## src/shared/fcs_params.svh

```systemverilog
// Constants for the flash checksum scanner
// How it works
// - Scan starts three cycles after enable write
// - Checksum width comes from a fuse
// - Startup scan holds CPU; failure keeps it
// - Pass leaves enable, section, pass flag set
// - Startup fail hangs CPU, pass flag reads zero
// - Scan owns flash and stalls the CPU
// - Each word fetch takes three cycles
// - CCITT sixteen and IEEE thirty-two polynomials
// - Bytes from zero, MSB first, per byte
// - Sixteen-bit checksum presets to all ones
// - Pass only when trailing checksum matches
// - Failure clears the pass flag
// - Failure with enable raises sticky NMI
// - NMI ignores global interrupt enable
// - Sleep halts scan, wake resumes it
// - Sleep in delay defers start, holds CPU
// - Debugger memory access halts, later restarts
// - Busy stays set while debugger holds scan
// - Debugger busy writes cancel or request scan
// - Section and NMI enable locked while busy
// - Debugger pass writes; NMI blocks writes
// - Section codes: flash, boot+app, boot, reserved
// - Enable stays set; rewrite restarts, zero ignored
// - Reset strobe clears all but failure enable next cycle
// - Pass flag resets to one
`ifndef FCS_PARAMS_SVH
`define FCS_PARAMS_SVH
// Register word indices, byte address is four times these
`define FCS_IDX_CONTROL_FIRST 2'h0
`define FCS_IDX_CONTROL_SECOND 2'h1
`define FCS_IDX_STATUS 2'h2
// Field positions
`define FCS_CF_ENABLE 0
`define FCS_CF_FAIL_IRQ_EN 1
`define FCS_CF_RESET 7
`define FCS_STAT_BUSY 0
`define FCS_STAT_OK 1
`define FCS_OK_RESET 1'h1
// Section codes and fuse code for no startup scan
`define FCS_SEC_FLASH 2'h0
`define FCS_SEC_BOOT_APP 2'h1
`define FCS_SEC_BOOT 2'h2
`define FCS_FUSE_NO_SCAN 2'h3
// Timing and arithmetic
`define FCS_START_DELAY 2'h3
`define FCS_WORD_BYTES 2
`define FCS_TAIL16 1
`define FCS_TAIL32 3
`define FCS_PRESET16 32'h0000_FFFF
`define FCS_PRESET32 32'hFFFF_FFFF
`define FCS_POLY16 32'h0000_1021
`define FCS_POLY32 32'h04C1_1DB7
`endif

```

## src/shared/fcs_pkg.sv

```systemverilog
// Types for the flash checksum scanner
package fcs_pkg;
	// One-hot scan sequencer states
	typedef enum logic [6:0] {
		ST_IDLE  = 7'h01,
		ST_DELAY = 7'h02,
		ST_PEND  = 7'h04,
		ST_FETCH = 7'h08,
		ST_LO    = 7'h10,
		ST_HI    = 7'h20,
		ST_DONE  = 7'h40
	} fcs_state_e;
	// Status pair as seen by the debugger
	typedef struct packed {
		logic	ok;
		logic	busy;
	} fcs_stat_s;
endpackage : fcs_pkg

```

## src/design/fcs_flash_crc_scanner.sv

```systemverilog
// Flash checksum scanner with APB registers
`include "fcs_params.svh"

module fcs_flash_crc_scanner #(
	parameter int ADDR_W = 15	// Flash byte address width
) (
	input	wire logic			pclk,
	input	wire logic			presetn,
	input	wire logic			psel,
	input	wire logic			penable,
	input	wire logic			pwrite,
	input	wire logic [11:0]		paddr,
	input	wire logic [31:0]		pwdata,
	output	logic [31:0]			prdata,
	output	logic				pready,
	output	logic				pslverr,
	input	wire logic			crc32_fuse,
	input	wire logic [1:0]		startup_scan_fuse,
	input	wire logic [ADDR_W-1:0]		boot_section_last,
	input	wire logic [ADDR_W-1:0]		app_code_last,
	input	wire logic [ADDR_W-1:0]		flash_last_byte,
	output	logic				flash_req,
	output	logic [ADDR_W-1:0]		flash_addr,
	input	wire logic [15:0]		flash_rdata,
	input	wire logic			flash_valid,
	input	wire logic			sleep_in,
	input	wire logic			dbg_mem_access,
	input	wire logic			dbg_int_access,
	input	wire logic			dbg_disconnect,
	input	wire logic			dbg_busy_we,
	input	wire logic			dbg_ok_we,
	input	wire fcs_pkg::fcs_stat_s	dbg_stat_wdata,
	output	fcs_pkg::fcs_stat_s		dbg_stat,
	output	logic				cpu_stall,
	output	logic				cpu_start_hold,
	output	logic				nmi_req
);

	// Sequencer state
	fcs_pkg::fcs_state_e	state_r;
	fcs_pkg::fcs_state_e	state_nxt;
	// Software visible bits
	logic			enable_r;
	logic			fail_irq_en_r;
	logic			busy_r;
	logic			ok_r;
	logic			ok_nxt;
	logic [1:0]		section_select_r;
	// Internal control
	logic			nmi_r;		// Sticky until system reset
	logic			rst_pend_r;	// Reset strobe, acts one cycle late
	logic			dbg_hold_r;	// Debugger keeps scan parked
	logic			crc32_r;	// Fuse copy taken at release
	logic			boot_r;		// Low only in first cycle
	logic			sleep_dly_r;	// Slept during start delay
	logic [1:0]		dly_r;
	// Datapath
	logic [ADDR_W-1:0]	addr_r;
	logic [15:0]		data_r;
	logic [31:0]		crc_r;
	logic [31:0]		stored_r;
	// Registered bus answer and the other registered outputs
	logic [31:0]		prdata_r;
	logic			pready_r;
	logic			pslverr_r;
	logic			flash_req_r;
	logic			cpu_stall_r;
	logic			hold_r;
	fcs_pkg::fcs_stat_s	dbg_stat_r;

	// One byte through the MSB-first shift register
	function automatic logic [31:0] crc_step(
		input logic [31:0] c,
		input logic [7:0]  b,
		input logic        w
	);
		logic [31:0] v;
		logic        fb;
		v = c;
		for (int i = 7; i >= 0; i--)
		begin
			fb = (w ? v[31] : v[15]) ^ b[i];
			v = {v[30:0], 1'b0} ^ (fb ? (w ? `FCS_POLY32 : `FCS_POLY16) : 32'h0000_0000);
		end
		// Narrow mode keeps only sixteen bits
		if (!w)
			v[31:16] = 16'h0000;
		return v;
	endfunction : crc_step

	// State decodes
	wire st_idle  = state_r == fcs_pkg::ST_IDLE;
	wire st_delay = state_r == fcs_pkg::ST_DELAY;
	wire st_pend  = state_r == fcs_pkg::ST_PEND;
	wire st_fetch = state_r == fcs_pkg::ST_FETCH;
	wire st_lo    = state_r == fcs_pkg::ST_LO;
	wire st_hi    = state_r == fcs_pkg::ST_HI;
	wire st_done  = state_r == fcs_pkg::ST_DONE;

	// APB decode; writes land only on the access edge
	wire [1:0] idx    = paddr[3:2];
	wire       hit    = (paddr[11:4] == '0) && (paddr[1:0] == '0)
			   && (idx != 2'h3);
	wire       acc    = psel & penable & pready_r;
	wire       wr     = acc & pwrite & hit & ~nmi_r;
	wire       wr_cf  = wr & (idx == `FCS_IDX_CONTROL_FIRST);
	wire       wr_cs  = wr & (idx == `FCS_IDX_CONTROL_SECOND);

	// Strobe refused mid-scan when failure interrupt is armed
	wire strobe_ok = wr_cf & pwdata[`FCS_CF_RESET] & (~fail_irq_en_r | ~busy_r);
	// Enable rewrite starts a scan; zero does nothing
	wire start_sw  = wr_cf & pwdata[`FCS_CF_ENABLE] & ~busy_r;
	// Debugger status writes, blocked once NMI fired
	wire dbg_busy1 = dbg_busy_we & dbg_stat_wdata.busy & ~nmi_r;
	wire dbg_busy0 = dbg_busy_we & ~dbg_stat_wdata.busy & ~nmi_r;
	wire dbg_ok_w  = dbg_ok_we & ~nmi_r;
	wire dbg_go    = dbg_int_access | dbg_disconnect;
	// Mid-scan memory access parks the scan for a restart
	wire dbg_park  = dbg_mem_access & busy_r & ~st_idle & ~st_done;
	// First cycle after release with a startup scan fused in
	wire boot_go   = ~boot_r & (startup_scan_fuse != `FCS_FUSE_NO_SCAN);
	// Sleep and debugger both freeze progress
	wire run_ok    = ~sleep_in & ~dbg_hold_r;

	// Section end; reserved code falls back to whole flash
	wire [ADDR_W-1:0] sec_last =
		(section_select_r == `FCS_SEC_BOOT) ? boot_section_last :
		(section_select_r == `FCS_SEC_BOOT_APP) ? app_code_last :
		flash_last_byte;
	// Trailing checksum bytes are kept out of the sum
	wire [ADDR_W-1:0] tail     = crc32_r ? ADDR_W'(`FCS_TAIL32) : ADDR_W'(`FCS_TAIL16);
	wire [ADDR_W-1:0] cs_first = sec_last - tail;
	wire [ADDR_W-1:0] cur_addr = {addr_r[ADDR_W-1:1], st_hi};
	wire [7:0]        cur_byte = st_hi ? data_r[15:8] : data_r[7:0];
	wire              in_cs    = cur_addr >= cs_first;
	wire              last_b   = cur_addr == sec_last;
	// Compare computed and stored sums at their width
	wire              match    = crc32_r ? (crc_r == stored_r)
				     : (crc_r[15:0] == stored_r[15:0]);

	// Next pass flag; reset strobe outranks everything
	assign ok_nxt = rst_pend_r ? `FCS_OK_RESET :
			dbg_ok_w ? dbg_stat_wdata.ok :
			st_done ? match : ok_r;

	// Sequencer next state
	always_comb
	begin
		state_nxt = state_r;
		unique case (state_r)
			fcs_pkg::ST_IDLE:
				state_nxt = fcs_pkg::ST_IDLE;
			// Count only awake cycles
			fcs_pkg::ST_DELAY:
				if (run_ok && dly_r == 2'h1)
					state_nxt = fcs_pkg::ST_PEND;
			// Fresh start once allowed
			fcs_pkg::ST_PEND:
				if (run_ok)
					state_nxt = fcs_pkg::ST_FETCH;
			// Wait for the flash to answer
			fcs_pkg::ST_FETCH:
				if (flash_req_r && flash_valid)
					state_nxt = fcs_pkg::ST_LO;
			fcs_pkg::ST_LO:
				if (run_ok)
					state_nxt = fcs_pkg::ST_HI;
			fcs_pkg::ST_HI:
				if (run_ok)
					state_nxt = last_b ? fcs_pkg::ST_DONE : fcs_pkg::ST_FETCH;
			fcs_pkg::ST_DONE:
				state_nxt = fcs_pkg::ST_IDLE;
			default:
				state_nxt = fcs_pkg::ST_IDLE;
		endcase
		// Overrides, weakest first
		if (start_sw)
			state_nxt = fcs_pkg::ST_DELAY;
		if (boot_go || dbg_busy1 || dbg_park)
			state_nxt = fcs_pkg::ST_PEND;
		if (dbg_busy0 || rst_pend_r)
			state_nxt = fcs_pkg::ST_IDLE;
	end

	// Sequencer and fetch path
	always_ff @(posedge pclk or negedge presetn)
	begin
		if (!presetn)
		begin
			state_r     <= fcs_pkg::ST_IDLE;
			dly_r       <= `FCS_START_DELAY;
			addr_r      <= '0;
			data_r      <= 16'h0000;
			flash_req_r <= 1'b0;
		end
		else
		begin
			state_r     <= state_nxt;
			dly_r       <= (st_delay && run_ok) ? 2'(dly_r - 2'h1) : `FCS_START_DELAY;
			// Request held until the flash answers
			flash_req_r <= state_nxt == fcs_pkg::ST_FETCH;
			if (st_pend)
				addr_r <= '0;
			else if (st_hi && run_ok && !last_b)
				addr_r <= ADDR_W'(addr_r + ADDR_W'(`FCS_WORD_BYTES));
			if (flash_req_r && flash_valid)
				data_r <= flash_rdata;
		end
	end

	// Checksum and stored sum capture
	always_ff @(posedge pclk or negedge presetn)
	begin
		if (!presetn)
		begin
			crc_r    <= 32'h0000_0000;
			stored_r <= 32'h0000_0000;
		end
		else if (st_pend)
		begin
			crc_r    <= crc32_r ? `FCS_PRESET32 : `FCS_PRESET16;
			stored_r <= 32'h0000_0000;
		end
		else if ((st_lo || st_hi) && run_ok)
		begin
			// Wide sum arrives low byte first, narrow high first
			if (in_cs)
				stored_r <= crc32_r ? {cur_byte, stored_r[31:8]}
					    : {stored_r[23:0], cur_byte};
			else
				crc_r <= crc_step(crc_r, cur_byte, crc32_r);
		end
	end

	// Fuse capture one edge after release, never under reset
	always_ff @(posedge pclk or negedge presetn)
	begin
		if (!presetn)
		begin
			boot_r  <= 1'b0;
			crc32_r <= 1'b0;
		end
		else
		begin
			boot_r <= 1'b1;
			if (!boot_r)
				crc32_r <= crc32_fuse;
		end
	end

	// Control and status registers
	always_ff @(posedge pclk or negedge presetn)
	begin
		if (!presetn)
		begin
			enable_r         <= 1'b0;
			busy_r           <= 1'b0;
			section_select_r <= `FCS_SEC_FLASH;
		end
		else if (rst_pend_r)
		begin
			// Strobe leaves the failure enable alone
			enable_r         <= 1'b0;
			busy_r           <= 1'b0;
			section_select_r <= `FCS_SEC_FLASH;
		end
		else
		begin
			if (wr_cs && !busy_r)
				section_select_r <= pwdata[1:0];
			if (start_sw || boot_go)
			begin
				enable_r <= 1'b1;
				busy_r   <= 1'b1;
			end
			if (boot_go)
				section_select_r <= startup_scan_fuse;
			if (dbg_busy1)
				busy_r <= 1'b1;
			// Debugger hold keeps busy set; a fresh debugger request outlives the finish
			if (dbg_busy0 || (st_done && !dbg_busy1))
				busy_r <= 1'b0;
		end
	end

	// Pass flag, failure enable and the sticky NMI
	always_ff @(posedge pclk or negedge presetn)
	begin
		if (!presetn)
		begin
			ok_r          <= `FCS_OK_RESET;
			fail_irq_en_r <= 1'b0;
			nmi_r         <= 1'b0;
		end
		else
		begin
			ok_r <= ok_nxt;
			// Settable only when idle, cleared only by reset
			if (wr_cf && pwdata[`FCS_CF_FAIL_IRQ_EN] && !busy_r)
				fail_irq_en_r <= 1'b1;
			// Falling pass flag fires; no global mask applies
			if (ok_r && !ok_nxt && fail_irq_en_r)
				nmi_r <= 1'b1;
		end
	end

	// Strobe delay, debugger hold and sleep tracking
	always_ff @(posedge pclk or negedge presetn)
	begin
		if (!presetn)
		begin
			rst_pend_r  <= 1'b0;
			dbg_hold_r  <= 1'b0;
			sleep_dly_r <= 1'b0;
		end
		else
		begin
			rst_pend_r  <= strobe_ok;
			// New access wins over a release in the same cycle
			dbg_hold_r  <= dbg_mem_access | (dbg_hold_r & ~dbg_go);
			sleep_dly_r <= st_delay & (sleep_dly_r | sleep_in);
		end
	end

	// CPU side controls; hold starts high until fuses seen
	always_ff @(posedge pclk or negedge presetn)
	begin
		if (!presetn)
		begin
			cpu_stall_r <= 1'b0;
			hold_r      <= 1'b1;
		end
		else
		begin
			// Delay lets the CPU run unless it slept there
			cpu_stall_r <= (busy_r & ~st_delay) | (st_delay & sleep_dly_r);
			if (!boot_r)
				hold_r <= boot_go;
			else if (st_done && match)
				hold_r <= 1'b0;
		end
	end

	// Register read values, reserved bits zero, strobe reads zero
	wire [31:0] rd_cf  = (32'(fail_irq_en_r) << `FCS_CF_FAIL_IRQ_EN)
			   | (32'(enable_r) << `FCS_CF_ENABLE);
	wire [31:0] rd_cs  = 32'(section_select_r);
	wire [31:0] rd_st  = (32'(ok_r) << `FCS_STAT_OK)
			   | (32'(busy_r) << `FCS_STAT_BUSY);
	wire [31:0] rd_val = (idx == `FCS_IDX_CONTROL_FIRST) ? rd_cf :
			     (idx == `FCS_IDX_CONTROL_SECOND) ? rd_cs : rd_st;
	wire        setup  = psel & ~penable;

	// Bus answer prepared in setup, shown in the access cycle
	always_ff @(posedge pclk or negedge presetn)
	begin
		if (!presetn)
		begin
			prdata_r   <= 32'h0000_0000;
			pready_r   <= 1'b0;
			pslverr_r  <= 1'b0;
			dbg_stat_r <= '0;
		end
		else
		begin
			pready_r   <= setup;
			pslverr_r  <= setup & ~hit;
			prdata_r   <= (setup && !pwrite && hit) ? rd_val : 32'h0000_0000;
			dbg_stat_r <= '{ok: ok_r, busy: busy_r};
		end
	end

	// Outputs straight from flip-flops
	assign prdata         = prdata_r;
	assign pready         = pready_r;
	assign pslverr        = pslverr_r;
	assign flash_req      = flash_req_r;
	assign flash_addr     = addr_r;
	assign dbg_stat       = dbg_stat_r;
	assign cpu_stall      = cpu_stall_r;
	assign cpu_start_hold = hold_r;
	assign nmi_req        = nmi_r;

	// No interfering event in a cycle
	wire quiet = run_ok & ~rst_pend_r & ~dbg_busy_we & ~dbg_mem_access;
endmodule : fcs_flash_crc_scanner

```

## config.mk

```make
export PLATFORM = sky130hd
export DESIGN_NAME = fcs_flash_crc_scanner
export DESIGN_NICKNAME = d
export VERILOG_FILES = /design/src/shared/fcs_pkg.sv /design/src/design/fcs_flash_crc_scanner.sv
export VERILOG_INCLUDE_DIRS = /design/src /design/src/shared
export SDC_FILE = /design/constraint.sdc
export NUM_CORES = 1
export LEC_CHECK = 0
export BUFFER_PORTS_ARGS = -buffer_cell sky130_fd_sc_hd__buf_4
export CAP_MARGIN = 20
export CORE_MARGIN = 8
export CORE_UTILIZATION = 35
export DETAILED_ROUTE_END_ITERATION = 8
export PLACE_DENSITY = 0.56
export SETUP_SLACK_MARGIN = 0.4
export SLEW_MARGIN = 20
export SYNTH_ARGS = -nofsm -noshare
export SYNTH_HDL_FRONTEND = slang
export SYNTH_SLANG_ARGS = --single-unit
```

## constraint.sdc

```tcl
create_clock -name pclk -period 6.8 [get_ports pclk]
set_clock_uncertainty 0.1 [all_clocks]
set_input_delay 1.02 -clock pclk [delete_from_list [all_inputs] [get_ports pclk]]
set_output_delay 1.02 -clock pclk [all_outputs]
set_load 0.01 [all_outputs]
```

==> results of run 1 <==
## layout make-up
| class | instances | area (sq um) |
|---|---|---|
| fill | 2691 | 15730 |
| multi-input combinational | 844 | 6031 |
| tap | 341 | 426.7 |
| clock buffer | 17 | 425.4 |
| timing repair buffer | 131 | 987.2 |
| inverter | 18 | 67.56 |
| clock inverter | 15 | 170.2 |
| sequential | 124 | 3113 |
## through the flow
| stage | cell area [sq um] | instances | total power, W | hold WS, ns | worst slack (ns) |
|---|---|---|---|---|---|
| after global placement | 10620 | 1458 | 0.001919 | 0.3286 | 1.160 |
| after CTS | 11220 | 1490 | 0.002867 | 0.3372 | 1.328 |
| after detailed placement | 10620 | 1458 | 0.001929 | 0.3261 | 1.064 |
| after floorplan | 9726 | 1080 | 0.001676 | 0.3035 | 2.085 |
| after global routing | 11220 | 1490 | 0.003006 | 0.3565 | 0.7375 |
| final | 11220 | 1490 | 0.002849 | 0.3329 | 1.297 |
## cells in the mapped netlist (all sizes together) (9+ instances only)
cell type / n
nand2b: 10
a211oi: 24
o21ai: 73
xor2: 59
nor2b: 13
nand3: 42
xnor2: 69
a21oi: 49
buf: 57
mux2i: 78
dfrtp: 119
nor4: 19
mux2: 16
clkbuf: 37
nor3: 22
ha: 18
a21o: 9
nand4: 17
xnor3: 10
nor2: 86
nand2: 68
inv: 18
and3: 12
nand3b: 12
o211ai: 10
## worst max-delay path: cells and delay by family, from the launching register on
family,cells,cell delay [ns]
AOI/OAI and AO/OA,6,1.63
xor gates and xnor gates,1,0.15
adders and majority gates,1,0.30
buffers and inverters,1,0.44
DFF,1,0.76
muxes,2,0.41
and+or+nand+nor,5,1.62
## layer usage
metal  vias to the layer above  global-route usage [%]  wire [um]
met5                         -                       0          0
met3                        26                   2.675       1211
met2                       204                   26.46      13100
li1                       3888                       -          -
met4                         0                   4.657        433
met1                      3879                   22.61      12650
## cells by family (layout without fill, tap and decap cells)
group / count (synthesis) / count (layout)
simple gates: 338 / 338
mux: 94 / 94
flops: 124 / 124
xor+xnor: 138 / 138
other cells: 2 / 32
fa+ha+maj: 19 / 19
buf+inv: 112 / 181
compound gates: 223 / 223
## power by group
part | internal [W] | switching (W)
Combinational | 0.000481 | 0.000565
Clock | 0.000524 | 0.000401
Sequential | 0.000789 | 0.0000887
Total | 0.00179 | 0.00105
## state kept, by name, summed over array words and instances, names as in the netlist, 2 cells and up
signal            count
stored_r             32
dbg_stat              2
flash_addr           14
data_r               16
state_r               7
prdata                2
crc_r                32
section_select_r      2
dly_r                 2
## worst paths after layout
| kind | depth (start not counted) | to |
|---|---|---|
| setup reg to reg | 16 | stored_r[30]$_DFFE_PN0P_ |
| hold reg to reg | 0 | dbg_stat[1]$_DFF_PN0_ |
| min in group asynchronous | 1 | data_r[1]$_DFFE_PN0P_ |
| hold / removal | 0 | dbg_stat[1]$_DFF_PN0_ |
| max in group asynchronous | 2 | crc32_r$_DFFE_PN0N_ |
| setup / recovery | 16 | stored_r[30]$_DFFE_PN0P_ |
==> run summary, run 1 <==
Area grow syn2layout: 16.73%
Row count: 60
Kind of critical path: flip-flop to flip-flop
Routed Antenna Nets: 0
Crit end category: flip-flop
Total track usage: 16.51%
Ant diodes: 0
Antenna violations before repair: 0
DRT Pass-1 Iters: 7
Crit path cell chain: buf_4 > mux2i_1 > mux2i_1 > a211oi_1 > nand3b_1 > nor2_1 > nand2_1 > xor2_1 > ha_1 > a21oi_1 > o21ai_0 > o22ai_1 > or3_2 > a211oi_1 > a21oi_1 > nor2_1
HPWL after DPL: 20550 um
Hold_buf cts: 0
Tcrit/Tclk final: 80.93%
Most common cell after layout, fill and taps aside: buf_4
FF+latch count, synth: 124
Complex-gate fraction of the synthesized area: 15.79%
Yosys cell types: 87
Die ar.: 33020 sq um
Die height: 181.7 um
Maximum capacitance violations: 0
Final setup viols: 0
IO Pins: 177
Fmax: 181.7 MHz
Fin util: 41.63%
CTS tree: done
Final hold vios: 0
Worst setup SP type: flip-flop
Static leakage: 5.009 nW
Reg2reg start: section_select_r[1]$_DFFE_PN0P_
Largest family of logic cells by synthesized area: simple AND/OR/NAND/NOR gates
Number of synthesized flops with an enable pin: 0
Mapped Cells: 1050
1st-iter DRT viols: 487
Fraction of layout cells with a size suffix above 1: 19.58%
Worst-skew pair later-pin latency: 0.43 ns
Maximum ir drop on the vdd rail: 0.1610 mV
Synth area leader: dfrtp_1
Max Root-Sink Buffers: 2
Core ar.: 26950 sq um
PwrDens: 253.9 nW/um^2
Reg2Reg Setup Slack: 1.30 ns
Clk slew on worst S/H paths: 0.07 ns
DRC violations left: 0
Slew @ Worst Pin: 1.160 ns
Crit-path slowest cell: or3_2
WL/cell: 18.38 um
Post-synthesis instance area: 9613 sq um
Port Buffers: 116
Simple-gate share of the synthesized area: 18.65%
Gpl congestion: 0.8422
Status: finished clean
Vias in the first global route: 7753
Setup TNS: 0 ns
Num CTS Buffers: 17
Crit path from: section_select_r[1]$_DFFE_PN0P_
Root Buffer: clkbuf_16
Resized cells post-CTS: 0
Final Max Slew Viols: 0
Post-layout min period: 5.503 ns
First-pass GRT wire length: 43780 um
WL final: 27390 um
Post-synth ARST share: 100.0%
Most frequent cells in the layout: buf_4, dfrtp_1, nor2_1
Worst hold path type: flip-flop to flip-flop
Critical path fanouts, max: 58
RSZ-0062 raised after global routing: no
Die width: 181.7 um
Post-synthesis mux area share: 10.07%
Post-synthesis adder-cell area fraction: 2.551%
Post-synthesis sequential area ratio: 32.34%
Routed via count: 7997
Clk sinks: 124
Slew headroom: 22.57%
Critical Path AT: 5.76 ns
Avg Inst Size Synth: 9.155 sq um
Max incr delay on CP: 0.93 ns
H-tree depth: 4
Final nets: 1277
XOR/XNOR Fraction of Synth Area: 14.28%
Initial Utilization: 35.67%
Pin count of the biggest net entering global routing: 73
Top FF cell, synth: dfrtp_1
Top cell type's share of synthesized area: 30.98%
Synth area leaders: dfrtp_1, mux2i_1, xnor2_1, xor2_1, o21ai_0
Worst hold start: ok_r$_DFF_PN1_
GR Overflow Total: 0
CP required: 7.05 ns
Post-CTS Setup Repair Bufs: 0
Yosys warnings: 0
Drt via density: 5.367
Power figures use the tool's default switching activity.
==> inputs of run 2 (changes only) <==
PLACE_DENSITY = 0.58   (was 0.56)
clock period = 4.6 ns   (was 6.8 ns; I/O delays follow)
==> run summary, run 2 (synthesis gave the netlist of run 1 again) <==
Routed via count: 8155
Fin util: 44.25%
Static leakage: 5.307 nW
Fraction of layout cells with a size suffix above 1: 25.92%
RSZ-0062 raised after global routing: yes
Root Buffer: clkbuf_16
GR Overflow Total: 0
Post-route design area: 11930 sq um
WL/cell: 18.15 um
R2R Path End: stored_r[30]$_DFFE_PN0P_
Final setup viols: 0
Core ar.: 26950 sq um
Crit path top cell by count: a211oi_2
Most common cell after layout, fill and taps aside: buf_4
Die height: 181.7 um
Crit end category: flip-flop
Tcrit/Tclk final: 91.38%
CP required: 4.84 ns
PwrDens: 352.7 nW/um^2
Status: finished clean
Area after DPL: 10900 sq um
DRC violations left: 0
Final hold vios: 0
Worst setup SP type: flip-flop
Total power: 0.004207 W
Maximum capacitance violations: 0
Post-layout min period: 4.203 ns
Fmax: 237.9 MHz
HPWL after DPL: 20440 um
Reg2Reg Setup Slack: 0.40 ns
Die ar.: 33020 sq um
Final nets: 1320
Total track usage: 16.40%
Family with the most delay on the worst path: compound AO/OA/AOI/OAI gates
First-pass GRT wire length: 43960 um
IO Pins: 177
H-tree depth: 4
1st-iter DRT viols: 431
Area grow syn2layout: 24.07%
DRT Pass-1 Iters: 5
Most frequent cells in the layout: buf_4, dfrtp_1, nor2_1
Worst hold path type: input pin to asynchronous set/reset pin
Reg2reg start: section_select_r[1]$_DFFE_PN0P_
Routed Antenna Nets: 0
Num CTS Buffers: 17
WL final: 27830 um
Die width: 181.7 um
Critical path fanouts, max: 7
Max incr delay on CP: 0.48 ns
Ant diodes: 0
Pin count of the biggest net entering global routing: 97
Row count: 60
Kind of critical path: flip-flop to flip-flop
Hold Slack: 0.2502 ns
CTS tree: done
Gpl congestion: 0.8550
Critical Path AT: 4.45 ns
Initial Utilization: 35.67%
Max Root-Sink Buffers: 2
CP bufs+invs: 3
Port Buffers: 116
Clk slew on worst S/H paths: 0.06 ns
Antenna violations before repair: 0
Vias in the first global route: 8066
Drt via density: 5.320
Cell count of the worst reg-to-reg path: 18
Maximum ir drop on the vdd rail: 0.2762 mV
Slew headroom: 34.78%
Worst-skew pair later-pin latency: 0.43 ns
Largest regs: crc_r: 32 flops, stored_r: 32 flops, data_r: 16 flops
Crit path cell chain: mux2i_1 > mux2i_1 > buf_4 > ha_1 > a211oi_2 > nand3b_1 > xor2_1 > ha_1 > nand4_1 > a211o_1 > a41oi_2 > a211oi_2 > buf_4 > or3_4 > clkbuf_16 > a211oi_2 > a21oi_1 > nor2_1
Slew @ Worst Pin: 0.9537 ns
Clk sinks: 124
Crit-path slowest cell: or3_4
Final Max Slew Viols: 0
Hold_buf cts: 0
[run 2: cell type report]
class                           count  area [sq um]
Clock buffer                       19         452.9
Clock inverter                     13         105.1
Fill cell                        2606         15020
Inverter                           18         67.56
Multi-Input combinational cell    844          6256
Sequential cell                   124          3114
Tap cell                          341         426.7
Timing Repair Buffer              174          1504
[run 2: through the flow]
| stage | setup WS (ns) | std cells | TNS, ns |
|---|---|---|---|
| finish | 0.3967 | 1533 | 0 |
| global route | 0.1786 | 1533 | 0 |
| CTS | 0.3947 | 1524 | 0 |
| detailed placement | -0.1994 | 1486 | -4.229 |
| global placement | -0.1308 | 1486 | -2.091 |
| floorplan | 0.4029 | 1080 | 0 |
[run 2: worst max-delay path by stage]
| stage | depth (start not counted) | endpoint | from |
|---|---|---|---|
| final | 18 | stored_r[30]$_DFFE_PN0P_ | section_select_r[1]$_DFFE_PN0P_ |
| after floorplan | 20 | crc_r[23]$_DFFE_PN0P_ | flash_last_byte[0] |
| after CTS | 21 | crc_r[4]$_DFFE_PN0P_ | section_select_r[1]$_DFFE_PN0P_ |
| after detailed placement | 22 | stored_r[24]$_DFFE_PN0P_ | flash_last_byte[0] |
| after global placement | 22 | stored_r[27]$_DFFE_PN0P_ | flash_last_byte[0] |
| after global routing | 21 | stored_r[30]$_DFFE_PN0P_ | section_select_r[1]$_DFFE_PN0P_ |
[run 2: power by group]
part           leakage, nW  switching, W  internal (W)  total, W
clock network        0.264      0.000560      0.000728   0.00129
logic                 3.49      0.000865      0.000763   0.00163
registers             1.55      0.000123       0.00117   0.00129
total                 5.31       0.00155       0.00266   0.00421
[run 2: repair_timing]
action,4_1_cts,5_1_grt
setup endpoints to repair,60,64
hold endpoints to repair,0,0
cloned,1,5
setup buffers,5,4
pin swaps,4,33
resized for setup,10,70
[run 2: routing by layer]
layer	part of all wire, %	vias up	track usage (%)
met5	0	-	0
met4	1.4	0	4.296
met3	3.9	26	2.335
met2	49	198	27.06
met1	45	3948	22.17
li1	-	3983	-
[run 2: worst register-to-register path: cells and delay by family, from the launching register on]
kind	cells	cell delay, ns
AOI/OAI and AO/OA	6	0.98
and+or+nand+nor	4	0.90
adders and majority gates	2	0.63
buffers and inverters	3	0.51
DFF	1	0.47
muxes	2	0.31
xor gates and xnor gates	1	0.22
